## config.mk

```make
export PLATFORM = sky130hd
export DESIGN_NAME = sfq_ctrl
export DESIGN_NICKNAME = d
export VERILOG_FILES = /design/src/hw/sfq_pkg.sv /design/src/hw/sfq_ctrl.sv
export SDC_FILE = /design/constraint.sdc
export NUM_CORES = 1
export LEC_CHECK = 0
export BUFFER_PORTS_ARGS = -buffer_cell sky130_fd_sc_hd__buf_2
export CORE_MARGIN = 1.5
export CORE_UTILIZATION = 39
export CTS_CLUSTER_SIZE = 12
export DETAILED_ROUTE_END_ITERATION = 12
export PLACE_DENSITY = 0.6
export SLEW_MARGIN = 20
export SYNTH_ARGS = -nofsm -noshare
export SYNTH_HDL_FRONTEND = slang
export SYNTH_SLANG_ARGS = --single-unit
```

## constraint.sdc

```tcl
create_clock -name mclk_i -period 3.2 [get_ports mclk_i]
set_clock_uncertainty 0.05 [all_clocks]
set_input_delay 0.48 -clock mclk_i [delete_from_list [all_inputs] [get_ports mclk_i]]
set_output_delay 0.48 -clock mclk_i [all_outputs]
set_load 0.03 [all_outputs]
```

## src/hw/sfq_pkg.sv

```systemverilog
// sfq_pkg: constants, register map, state type and state record of the quad flash host.
// assumes a 200 MHz system clock and a flash that shifts out on falling serial clock edges.
package sfq_pkg;

    // flash opcodes
    localparam logic [7:0] WRITE_ENABLE_OP   = 8'h06;
    localparam logic [7:0] STATUS_READ_OP    = 8'h05;
    localparam logic [7:0] QUAD_READ_OP      = 8'hEB;
    localparam logic [7:0] QUAD_WORD_READ_OP = 8'hE7;
    localparam logic [7:0] PAGE_PROGRAM_OP   = 8'h02;
    localparam logic [7:0] QUAD_PROGRAM_OP   = 8'h32;
    localparam logic [7:0] SECTOR_ERASE_OP   = 8'h20;
    localparam logic [7:0] BLOCK_ERASE_OP    = 8'h52;
    localparam logic [7:0] CRM_RESET_OP      = 8'hFF;

    // command selects written to the command register
    localparam logic [3:0] SEL_WRITE_ENABLE   = 4'h0;
    localparam logic [3:0] SEL_STATUS_READ    = 4'h1;
    localparam logic [3:0] SEL_QUAD_READ      = 4'h2;
    localparam logic [3:0] SEL_QUAD_WORD_READ = 4'h3;
    localparam logic [3:0] SEL_PAGE_PROGRAM   = 4'h4;
    localparam logic [3:0] SEL_QUAD_PROGRAM   = 4'h5;
    localparam logic [3:0] SEL_SECTOR_ERASE   = 4'h6;
    localparam logic [3:0] SEL_BLOCK_ERASE    = 4'h7;
    localparam logic [3:0] SEL_CRM_RESET      = 4'h8;

    // register byte offsets
    localparam logic [4:0] REG_CMD  = 5'h00;
    localparam logic [4:0] REG_ADDR = 5'h04;
    localparam logic [4:0] REG_LEN  = 5'h08;
    localparam logic [4:0] REG_DATA = 5'h0C;
    localparam logic [4:0] REG_STAT = 5'h10;
    localparam int CMD_KEEP_BIT = 4;
    localparam int CMD_QUAD_BIT = 8;
    localparam logic [8:0] LEN_RST = 9'h001;

    // mode byte values and phase lengths in serial clocks
    localparam logic [7:0] MODE_KEEP      = 8'hA0;
    localparam logic [7:0] MODE_EXIT      = 8'h00;
    localparam logic [4:0] OP_CLK         = 5'h08;
    localparam logic [4:0] ADDR_CLK_1     = 5'h18;
    localparam logic [4:0] ADDR_CLK_4     = 5'h06;
    localparam logic [4:0] MODE_CLK       = 5'h02;
    localparam logic [4:0] DUMMY_CLK_READ = 5'h04;
    localparam logic [4:0] DUMMY_CLK_WORD = 5'h02;
    localparam logic [4:0] BYTE_CLK_1     = 5'h08;
    localparam logic [4:0] BYTE_CLK_4     = 5'h02;

    // serial clock timing
    localparam int CLK_PERIOD_NS = 5;
    localparam int SCK_HALF_NS   = 20;
    localparam logic [2:0] SCK_HALF_CYC = 3'(SCK_HALF_NS / CLK_PERIOD_NS);

    typedef enum logic [7:0] {
        ST_IDLE  = 8'h01,
        ST_OP    = 8'h02,
        ST_ADDR  = 8'h04,
        ST_MODE  = 8'h08,
        ST_DUMMY = 8'h10,
        ST_WDATA = 8'h20,
        ST_RDATA = 8'h40,
        ST_END   = 8'h80
    } sfq_state_t;

    typedef struct packed {
        sfq_state_t  st;
        logic [31:0] sh;
        logic [4:0]  cnt;
        logic        wide;
        logic [8:0]  bytes;
        logic [2:0]  div;
        logic        sclk;
        logic        cs_n;
        logic [3:0]  dout;
        logic [3:0]  oe;
        logic [7:0]  rx;
        logic [7:0]  rd_byte;
        logic        rd_valid;
        logic [7:0]  wr_byte;
        logic        wr_valid;
        logic [3:0]  sel;
        logic        keep;
        logic        quad_ok;
        logic [23:0] addr;
        logic [8:0]  len;
        logic        cont;
        logic [3:0]  cont_kind;
        logic        write_latch_flag;
        logic        err;
        logic [7:0]  stat_byte;
        logic [3:0]  sync1;
        logic [3:0]  sync2;
        logic        wait_r;
        logic [31:0] rdata;
    } sfq_regs_t;

    localparam sfq_regs_t REGS_RST = '{st: ST_IDLE, cs_n: 1'b1, wait_r: 1'b1, len: LEN_RST,
                                       dout: 4'hC, oe: 4'hC, default: '0};

endpackage: sfq_pkg

```

## src/hw/sfq_ctrl.sv

```systemverilog
// sfq_ctrl: host controller for a quad serial nor flash, commanded over avalon-mm.
// assumes the flash samples on rising and drives on falling serial clock edges,
// with output valid within 10 ns; pin levels are resolved by the surroundings.
//
// What this block does
// - quad read: opcode on one line, then 24-bit address, mode byte, four dummy clocks on four lines
// - quad reads only issued after software reports the quad enable flag set
// - mode byte A0 lets the next same read skip its opcode
// - continuous-read reset command clears continuous mode before other commands
// - quad word read forces address bit zero low, uses two dummy clocks
// - page program refused unless write enable was sent beforehand
// - single page program: opcode, three address bytes, data bytes on one line
// - chip select rises only right after the last bit of a whole byte
// - quad page program sends address and data on four lines, needs quad flag
// - sector erase: opcode and three address bytes, write enable required
// - erase frame ends right after the eighth bit of the last address byte
// - write enable is a lone opcode frame and arms program and erase
// - status read of the low byte allowed while idle, refused while continuous read mode is on
`timescale 1ns/1ps
module sfq_ctrl (
    input  wire logic        mclk_i,
    input  wire logic        sys_rst_i,
    input  wire logic [4:0]  avs_address_i,
    input  wire logic        avs_read_i,
    input  wire logic        avs_write_i,
    input  wire logic [31:0] avs_writedata_i,
    output logic      [31:0] avs_readdata_o,
    output logic             avs_waitrequest_o,
    output logic             chip_sel_n_o,
    output logic             sclk_o,
    input  wire logic [3:0]  data_line_i,
    output logic      [3:0]  data_line_o,
    output logic      [3:0]  data_line_oe_o
);

    sfq_pkg::sfq_regs_t q;
    sfq_pkg::sfq_regs_t n;

    logic       tick;
    logic       stall;
    logic [3:0] wsel;
    logic       w_bad;
    logic       rd_wait;
    logic [7:0] rx_next;

    function automatic logic [7:0] op_of(input logic [3:0] s);
        case (s)
            sfq_pkg::SEL_WRITE_ENABLE:   op_of = sfq_pkg::WRITE_ENABLE_OP;
            sfq_pkg::SEL_STATUS_READ:    op_of = sfq_pkg::STATUS_READ_OP;
            sfq_pkg::SEL_QUAD_READ:      op_of = sfq_pkg::QUAD_READ_OP;
            sfq_pkg::SEL_QUAD_WORD_READ: op_of = sfq_pkg::QUAD_WORD_READ_OP;
            sfq_pkg::SEL_PAGE_PROGRAM:   op_of = sfq_pkg::PAGE_PROGRAM_OP;
            sfq_pkg::SEL_QUAD_PROGRAM:   op_of = sfq_pkg::QUAD_PROGRAM_OP;
            sfq_pkg::SEL_SECTOR_ERASE:   op_of = sfq_pkg::SECTOR_ERASE_OP;
            sfq_pkg::SEL_BLOCK_ERASE:    op_of = sfq_pkg::BLOCK_ERASE_OP;
            default:                     op_of = sfq_pkg::CRM_RESET_OP;
        endcase
    endfunction: op_of

    function automatic logic is_read(input logic [3:0] s);
        is_read = (s == sfq_pkg::SEL_QUAD_READ) || (s == sfq_pkg::SEL_QUAD_WORD_READ);
    endfunction: is_read

    function automatic logic is_quad(input logic [3:0] s);
        is_quad = is_read(s) || (s == sfq_pkg::SEL_QUAD_PROGRAM);
    endfunction: is_quad

    function automatic logic has_wdata(input logic [3:0] s);
        has_wdata = (s == sfq_pkg::SEL_PAGE_PROGRAM) || (s == sfq_pkg::SEL_QUAD_PROGRAM);
    endfunction: has_wdata

    function automatic logic needs_wel(input logic [3:0] s);
        needs_wel = has_wdata(s) || (s == sfq_pkg::SEL_SECTOR_ERASE)
                    || (s == sfq_pkg::SEL_BLOCK_ERASE);
    endfunction: needs_wel

    // address word, with bit zero forced low for the word read
    function automatic logic [31:0] addr_word(input logic [3:0] s, input logic [23:0] a);
        addr_word = {a[23:1], (s == sfq_pkg::SEL_QUAD_WORD_READ) ? 1'b0 : a[0], 8'h00};
    endfunction: addr_word

    assign tick = (q.div == sfq_pkg::SCK_HALF_CYC - 3'h1);
    assign wsel = avs_writedata_i[3:0];
    assign w_bad = (wsel > sfq_pkg::SEL_CRM_RESET)
                   || (is_quad(wsel) && !avs_writedata_i[sfq_pkg::CMD_QUAD_BIT])
                   || (needs_wel(wsel) && !q.write_latch_flag)
                   || (q.cont && wsel != sfq_pkg::SEL_CRM_RESET && wsel != q.cont_kind);
    assign rd_wait = !q.rd_valid && (q.st != sfq_pkg::ST_IDLE)
                     && (is_read(q.sel) || q.sel == sfq_pkg::SEL_STATUS_READ);
    // hold the clock when the host side has not kept up
    assign stall = (q.st == sfq_pkg::ST_RDATA && !q.sclk && q.cnt == 5'h01 && q.rd_valid)
                   || (q.sclk && q.cnt == 5'h01 && !q.wr_valid
                       && ((q.st == sfq_pkg::ST_ADDR && has_wdata(q.sel))
                           || (q.st == sfq_pkg::ST_WDATA && q.bytes > 9'h001)));
    assign rx_next = q.wide ? {q.rx[3:0], q.sync2} : {q.rx[6:0], q.sync2[1]};

    always_comb begin
        n = q;
        n.sync1 = data_line_i;
        n.sync2 = q.sync1;
        n.div = tick ? 3'h0 : q.div + 3'h1;
        n.wait_r = 1'b1;
        // avalon slave: one cycle of waitrequest low per answered request
        if ((avs_read_i || avs_write_i) && q.wait_r) begin
            case (avs_address_i)
                sfq_pkg::REG_CMD: begin
                    if (avs_read_i) begin
                        n.wait_r = 1'b0;
                        n.rdata = {23'h0, q.quad_ok, 3'h0, q.keep, q.sel};
                    end else if (q.st == sfq_pkg::ST_IDLE) begin
                        n.wait_r = 1'b0;
                        n.quad_ok = avs_writedata_i[sfq_pkg::CMD_QUAD_BIT];
                        n.err = w_bad;
                        if (!w_bad) begin
                            n.sel = wsel;
                            n.keep = avs_writedata_i[sfq_pkg::CMD_KEEP_BIT];
                            n.cs_n = 1'b0;
                            n.sclk = 1'b0;
                            n.div = 3'h0;
                            n.bytes = (wsel == sfq_pkg::SEL_STATUS_READ) ? 9'h001 : q.len;
                            n.wr_valid = has_wdata(wsel) ? q.wr_valid : 1'b0;
                            n.rd_valid = 1'b0;
                            if (wsel == sfq_pkg::SEL_WRITE_ENABLE) begin
                                n.write_latch_flag = 1'b1;
                            end
                            if (needs_wel(wsel)) begin
                                n.write_latch_flag = 1'b0;
                            end
                            if (wsel == sfq_pkg::SEL_CRM_RESET) begin
                                n.cont = 1'b0;
                            end
                            if (is_read(wsel)) begin
                                n.cont = avs_writedata_i[sfq_pkg::CMD_KEEP_BIT];
                                n.cont_kind = wsel;
                            end
                            if (q.cont && wsel == q.cont_kind) begin
                                n.st = sfq_pkg::ST_ADDR;
                                n.sh = addr_word(wsel, q.addr);
                                n.cnt = sfq_pkg::ADDR_CLK_4;
                                n.wide = 1'b1;
                            end else begin
                                n.st = sfq_pkg::ST_OP;
                                n.sh = (wsel == sfq_pkg::SEL_CRM_RESET) ? 32'hFFFFFFFF
                                                                        : {op_of(wsel), 24'h0};
                                n.cnt = sfq_pkg::OP_CLK;
                                n.wide = (wsel == sfq_pkg::SEL_CRM_RESET);
                            end
                        end
                    end
                end
                sfq_pkg::REG_ADDR: begin
                    n.wait_r = 1'b0;
                    n.rdata = {8'h0, q.addr};
                    if (avs_write_i) begin
                        n.addr = avs_writedata_i[23:0];
                    end
                end
                sfq_pkg::REG_LEN: begin
                    n.wait_r = 1'b0;
                    n.rdata = {23'h0, q.len};
                    if (avs_write_i) begin
                        n.len = (avs_writedata_i[8:0] == 9'h000) ? 9'h001 : avs_writedata_i[8:0];
                    end
                end
                sfq_pkg::REG_DATA: begin
                    if (avs_write_i && !q.wr_valid) begin
                        n.wait_r = 1'b0;
                        n.wr_byte = avs_writedata_i[7:0];
                        n.wr_valid = 1'b1;
                    end else if (avs_read_i && !rd_wait) begin
                        n.wait_r = 1'b0;
                        n.rdata = {24'h0, q.rd_byte};
                        n.rd_valid = 1'b0;
                    end
                end
                sfq_pkg::REG_STAT: begin
                    n.wait_r = 1'b0;
                    n.rdata = {15'h0, q.stat_byte[0], q.stat_byte, 2'h0, q.wr_valid, q.rd_valid,
                               q.err, q.cont, q.write_latch_flag, q.st != sfq_pkg::ST_IDLE};
                end
                default: begin
                    n.wait_r = 1'b0;
                    n.rdata = 32'h0;
                end
            endcase
        end
        // serial engine: rising edge samples, falling edge shifts
        if (q.st != sfq_pkg::ST_IDLE && tick && !stall) begin
            if (q.st == sfq_pkg::ST_END) begin
                if (!q.cs_n) begin
                    n.cs_n = 1'b1;
                end else begin
                    n.st = sfq_pkg::ST_IDLE;
                end
            end else if (!q.sclk) begin
                n.sclk = 1'b1;
                if (q.st == sfq_pkg::ST_RDATA) begin
                    n.rx = rx_next;
                    if (q.cnt == 5'h01) begin
                        n.rd_byte = rx_next;
                        n.rd_valid = 1'b1;
                        if (q.sel == sfq_pkg::SEL_STATUS_READ) begin
                            n.stat_byte = rx_next;
                        end
                    end
                end
            end else begin
                n.sclk = 1'b0;
                if (q.cnt > 5'h01) begin
                    n.cnt = q.cnt - 5'h01;
                    n.sh = q.wide ? {q.sh[27:0], 4'h0} : {q.sh[30:0], 1'b0};
                end else begin
                    case (q.st)
                        sfq_pkg::ST_OP: begin
                            if (q.sel == sfq_pkg::SEL_STATUS_READ) begin
                                n.st = sfq_pkg::ST_RDATA;
                                n.cnt = sfq_pkg::BYTE_CLK_1;
                                n.wide = 1'b0;
                            end else if (q.sel == sfq_pkg::SEL_WRITE_ENABLE
                                         || q.sel == sfq_pkg::SEL_CRM_RESET) begin
                                n.st = sfq_pkg::ST_END;
                            end else begin
                                n.st = sfq_pkg::ST_ADDR;
                                n.sh = addr_word(q.sel, q.addr);
                                n.wide = is_quad(q.sel);
                                n.cnt = is_quad(q.sel) ? sfq_pkg::ADDR_CLK_4
                                                       : sfq_pkg::ADDR_CLK_1;
                            end
                        end
                        sfq_pkg::ST_ADDR: begin
                            if (is_read(q.sel)) begin
                                n.st = sfq_pkg::ST_MODE;
                                n.sh = {q.keep ? sfq_pkg::MODE_KEEP : sfq_pkg::MODE_EXIT, 24'h0};
                                n.cnt = sfq_pkg::MODE_CLK;
                            end else if (has_wdata(q.sel)) begin
                                n.st = sfq_pkg::ST_WDATA;
                                n.sh = {q.wr_byte, 24'h0};
                                n.wr_valid = 1'b0;
                                n.cnt = q.wide ? sfq_pkg::BYTE_CLK_4 : sfq_pkg::BYTE_CLK_1;
                            end else begin
                                n.st = sfq_pkg::ST_END;
                            end
                        end
                        sfq_pkg::ST_MODE: begin
                            n.st = sfq_pkg::ST_DUMMY;
                            n.cnt = (q.sel == sfq_pkg::SEL_QUAD_WORD_READ)
                                    ? sfq_pkg::DUMMY_CLK_WORD : sfq_pkg::DUMMY_CLK_READ;
                        end
                        sfq_pkg::ST_DUMMY: begin
                            n.st = sfq_pkg::ST_RDATA;
                            n.cnt = sfq_pkg::BYTE_CLK_4;
                        end
                        sfq_pkg::ST_WDATA: begin
                            n.bytes = q.bytes - 9'h001;
                            if (q.bytes == 9'h001) begin
                                n.st = sfq_pkg::ST_END;
                            end else begin
                                n.sh = {q.wr_byte, 24'h0};
                                n.wr_valid = 1'b0;
                                n.cnt = q.wide ? sfq_pkg::BYTE_CLK_4 : sfq_pkg::BYTE_CLK_1;
                            end
                        end
                        sfq_pkg::ST_RDATA: begin
                            n.bytes = q.bytes - 9'h001;
                            n.cnt = q.wide ? sfq_pkg::BYTE_CLK_4 : sfq_pkg::BYTE_CLK_1;
                            if (q.bytes == 9'h001) begin
                                n.st = sfq_pkg::ST_END;
                            end
                        end
                        default: begin
                            n.st = sfq_pkg::ST_IDLE;
                        end
                    endcase
                end
            end
        end
        // pin drive follows the next state and shift word
        case (n.st)
            sfq_pkg::ST_OP, sfq_pkg::ST_ADDR, sfq_pkg::ST_MODE, sfq_pkg::ST_WDATA: begin
                n.oe = n.wide ? 4'hF : 4'hD;
                n.dout = n.wide ? n.sh[31:28] : {3'b110, n.sh[31]};
            end
            sfq_pkg::ST_DUMMY, sfq_pkg::ST_RDATA: begin
                n.oe = n.wide ? 4'h0 : 4'hC;
                n.dout = 4'hC;
            end
            default: begin
                n.oe = 4'hC;
                n.dout = 4'hC;
            end
        endcase
    end

    always_ff @(posedge mclk_i) begin
        if (sys_rst_i) begin
            q <= sfq_pkg::REGS_RST;
        end else begin
            q <= n;
        end
    end

    assign avs_readdata_o    = q.rdata;
    assign avs_waitrequest_o = q.wait_r;
    assign chip_sel_n_o      = q.cs_n;
    assign sclk_o            = q.sclk;
    assign data_line_o       = q.dout;
    assign data_line_oe_o    = q.oe;
endmodule: sfq_ctrl

```

==> impl_metrics.csv <==
group,metric,value,unit
yosys,yosysTopAreaCell,"sky130_fd_sc_hd__dfxtp_1",
timing,final_worst_path_cycle_share,99.0,%
job,drv.max_cap_violation_count,0,
yosys,synth_enable_flop_cells,0,
detailed_routing,postRouteWirelength,31.2,mm
clock_tree,cts.clk_slew.worst_paths,80,ps
die,floorplan.die_area,25600,um2
layout,fill_cells,2449,
grt,grt_first_pass_wirelength,48.9,mm
die,floorplan.initialDensity,39.6,%
worst_setup_path,timing_worst_setup_path_type,"flop to flop",
place,detailedPlace.worstSlack,-64.8,ps
yosys,ys.flop_type,"sky130_fd_sc_hd__dfxtp_1",
yosys,synth_seq_area_share,37.3,%
outcome,outcome,"completed",
detailed_routing,drt_iter0_markers,843,
place,replace_congestion,0.937,
timing,timing.final.max_slew_violations,0,
detailed_routing,route.detailed.drc,0,
timing,finalSetupViolations,0,
pwr,leakage,4.29,nW
yosys,yosysUniqueCellTypes,82,
detailed_routing,detailedRoute.firstPassIterationCount,7,
timing,grt_setup_unrepaired,"true",
yosys,yosysWarningCount,0,
die,coreArea,24200,um2
yosys,synth.cell_area,9610,um2
worst_setup_path,worstPathCellList,"buf_4, nor4_4, nand4b_1, buf_4, or4_4, nor3_4, mux2_2, o21ai_0, a21oi_1, or4_1",
timing,timing.final.hold_violations,0,
yosys,yosysMostFrequentCell,"sky130_fd_sc_hd__nand2_1",
clock_tree,clock_sinks,179,
timing,timing.setup.tns,0,ps
layout,post-route-util,48.0,%
layout,layout.cells.non_filler,1669,
grt,gr-usage-all-layers,24.2,%
layout,antenna_cells_inserted,0,
die,die_x,160,um
die,pin_count,88,
detailed_routing,viasPerCell,5.61,
timing,fmax,316,MHz
worst_setup_path,cp_top_family,"simple AND/OR/NAND/NOR gates",
pwr,p_total,4.86,mW
timing,fin_crit,3170,ps
layout,nets,1388,
layout,area_growth,21.2,%
place,dp.cells,1629,
place,placement.cell_area,10800,um2
timing,final.setup.worst_slack,32.8,ps
grt,number_of_global_route_vias_before_repair,8840,
detailed_routing,via_count,9362,
worst_hold_path,min-delay-path-class,"input port to flop",
yosys,synthesis.area_per_instance,7.87,um2
worst_setup_path,worst_path_most_repeated_cell,"sky130_fd_sc_hd__buf_4",
yosys,postSynthCellCount,1221,
clock_tree,h_tree_depth,4,
timing,slew_headroom,41.9,%
yosys,netlist.area_leader.share,37.3,%
worst_setup_path,worst_path_max_delay_cell,"sky130_fd_sc_hd__or4_4",
worst_setup_path,critical_path.n_buffers_inverters,2,
worst_setup_path,worstSetupStartpointType,"flop",
timing,timing.hold.ws,187,ps
worst_setup_path,crit_arrival,3440,ps
worst_setup_path,worst-endpoint-required,3470,ps
pwr,power_per_cell_area,417,nW/um2
worst_setup_path,critical_path_peak_fanout,3,
layout,final_area,11600,um2
yosys,synth.cells.most_frequent,"sky130_fd_sc_hd__nand2_1, sky130_fd_sc_hd__dfxtp_1, sky130_fd_sc_hd__a21oi_1, sky130_fd_sc_hd__nor2_1",
place,placement.io_buffers,71,
clock_tree,cts_hold_buffers,0,
yosys,ys_ff_latch,179,
clock_tree,cts_tree,"yes",
pwr,ir_drop,310,uV
clock_tree,cts-root-buf,"sky130_fd_sc_hd__clkbuf_16",
yosys,synth.top_cells.by_area,"sky130_fd_sc_hd__dfxtp_1, sky130_fd_sc_hd__a21oi_1, sky130_fd_sc_hd__nand2_1",
clock_tree,cts_buffers,17,
clock_tree,ctsLongestPathBuffers,2,
die,placementRows,57,
grt,grt_max_degree,58,
worst_setup_path,critical-path-max-stage-delay,550,ps
detailed_routing,antenna_left,0,
die,die_span_y,160,um
worst_setup_path,setup.worst_path.end_class,"flop",
grt,grt_antenna_before_repair,0,
timing,max_slew.worst_pin.slew,864,ps
yosys,ys_async_sr_fraction,0,%
grt,global_route_congestion_overflow_total,0,
clock_tree,clock_latency,450,ps
place,hpwlAfterDp,22.8,mm
layout,layout-drive-gt1-share,23.2,%
detailed_routing,avgRoutedWirePerCell,18.7,um
layout by cell type (no fill, tap or decap), types with 6 or more instances in the layout:
cell type and instances:
sky130_fd_sc_hd__inv_1 13, sky130_fd_sc_hd__a22oi_1 9, sky130_fd_sc_hd__conb_1 8, sky130_fd_sc_hd__xnor2_1 6, sky130_fd_sc_hd__nand3_1 24, sky130_fd_sc_hd__ha_1 11, sky130_fd_sc_hd__a222oi_1 9, sky130_fd_sc_hd__nor2_1 118
sky130_fd_sc_hd__a21oi_1 144, sky130_fd_sc_hd__nor2b_1 29, sky130_fd_sc_hd__o22ai_1 14, sky130_fd_sc_hd__a221oi_1 16, sky130_fd_sc_hd__nor3_2 6, sky130_fd_sc_hd__a31oi_1 14, sky130_fd_sc_hd__nand2_1 186, sky130_fd_sc_hd__inv_12 6
sky130_fd_sc_hd__clkbuf_16 17, sky130_fd_sc_hd__dfxtp_1 171, sky130_fd_sc_hd__o21ai_0 68, sky130_fd_sc_hd__a211oi_1 20, sky130_fd_sc_hd__buf_2 70, sky130_fd_sc_hd__nand2b_1 8, sky130_fd_sc_hd__nor4_1 6, sky130_fd_sc_hd__nor3_1 14
sky130_fd_sc_hd__or2_2 6, sky130_fd_sc_hd__dfxtp_2 7, sky130_fd_sc_hd__buf_4 132, sky130_fd_sc_hd__xor2_1 6, sky130_fd_sc_hd__mux2i_1 43, sky130_fd_sc_hd__and2_1 9, sky130_fd_sc_hd__mux2_2 11, sky130_fd_sc_hd__or3_1 6
worst paths after layout:
path                        from  slack [ps]  cells past startpoint        endpoint
setup / recovery          q[187]          30                     10  data_line_o[3]
hold / removal    data_line_i[1]         190                      2           n[34]
setup reg to reg          q[187]          30                     10  data_line_o[3]
hold reg to reg           q[131]         390                      1          q[131]
logic make-up (layout without fill, tap and decap cells):
group | count (synthesis) | count (layout) | synth area share (%)
adder cells (fa/ha/maj) | 11 | 11 | 1.43
buffers and inverters | 135 | 252 | 7.06
AO/OA/AOI/OAI | 354 | 354 | 22.9
flip-flops | 179 | 179 | 37.3
other | 1 | 8 | 0.0390
AND/OR/NAND/NOR | 474 | 474 | 24.2
XOR/XNOR | 12 | 12 | 1.09
multiplexers | 55 | 55 | 5.93
worst register-to-register path: stages (launching register included):
cell and delay [ps]:
sky130_fd_sc_hd__dfxtp_4 350, sky130_fd_sc_hd__buf_4 150, sky130_fd_sc_hd__nor4_4 140, sky130_fd_sc_hd__nand4b_1 180, sky130_fd_sc_hd__buf_4 190, sky130_fd_sc_hd__or4_4 550, sky130_fd_sc_hd__nor3_4 210, sky130_fd_sc_hd__mux2_2 370
sky130_fd_sc_hd__o21ai_0 160, sky130_fd_sc_hd__a21oi_1 170, sky130_fd_sc_hd__or4_1 540
metal layers:
metal | GRT usage, % | share of wire [%] | wire length (um) | vias up
met3 | 2.83 | 6.3 | 1950 | 49
met1 | 33.7 | 46 | 14300 | 4412
met4 | 8.88 | 2.5 | 767 | 0
met2 | 38.3 | 45 | 14200 | 355
li1 | - | - | - | 4546
met5 | 0 | 0 | 0 | -
layout make-up:
type / instances / area [um2] / area share (%)
clock buffers: 17 / 425 / 3.65
clock inverters: 15 / 225 / 1.93
inverters: 13 / 48.8 / 0.419
multi-input cells: 914 / 5530 / 47.5
flip-flops and latches: 179 / 3600 / 30.9
well taps: 324 / 405 / 3.48
repair buffers: 207 / 1420 / 12.2
flip-flops by register name, summed over array words and instances (netlist names):
name	count
avs_readdata_o	24
sclk_o	1
n	4
q	141
chip_sel_n_o	1
avs_waitrequest_o	1
data_line_oe_o	3
data_line_o	4
repair_timing:
item	CTS	global route
endpoints found under the setup margin	2	19
endpoints found under the hold margin	0	0
resized for setup	6	31
setup buffers	0	8
pin swaps	2	9
power by group:
group | leakage, nW | switching, mW | internal [mW]
logic | 2.53 | 0.200 | 0.106
registers | 1.45 | 0.0181 | 2.25
clock network | 0.313 | 1.17 | 1.11
Note: power is estimated with default switching activity, not from simulation.
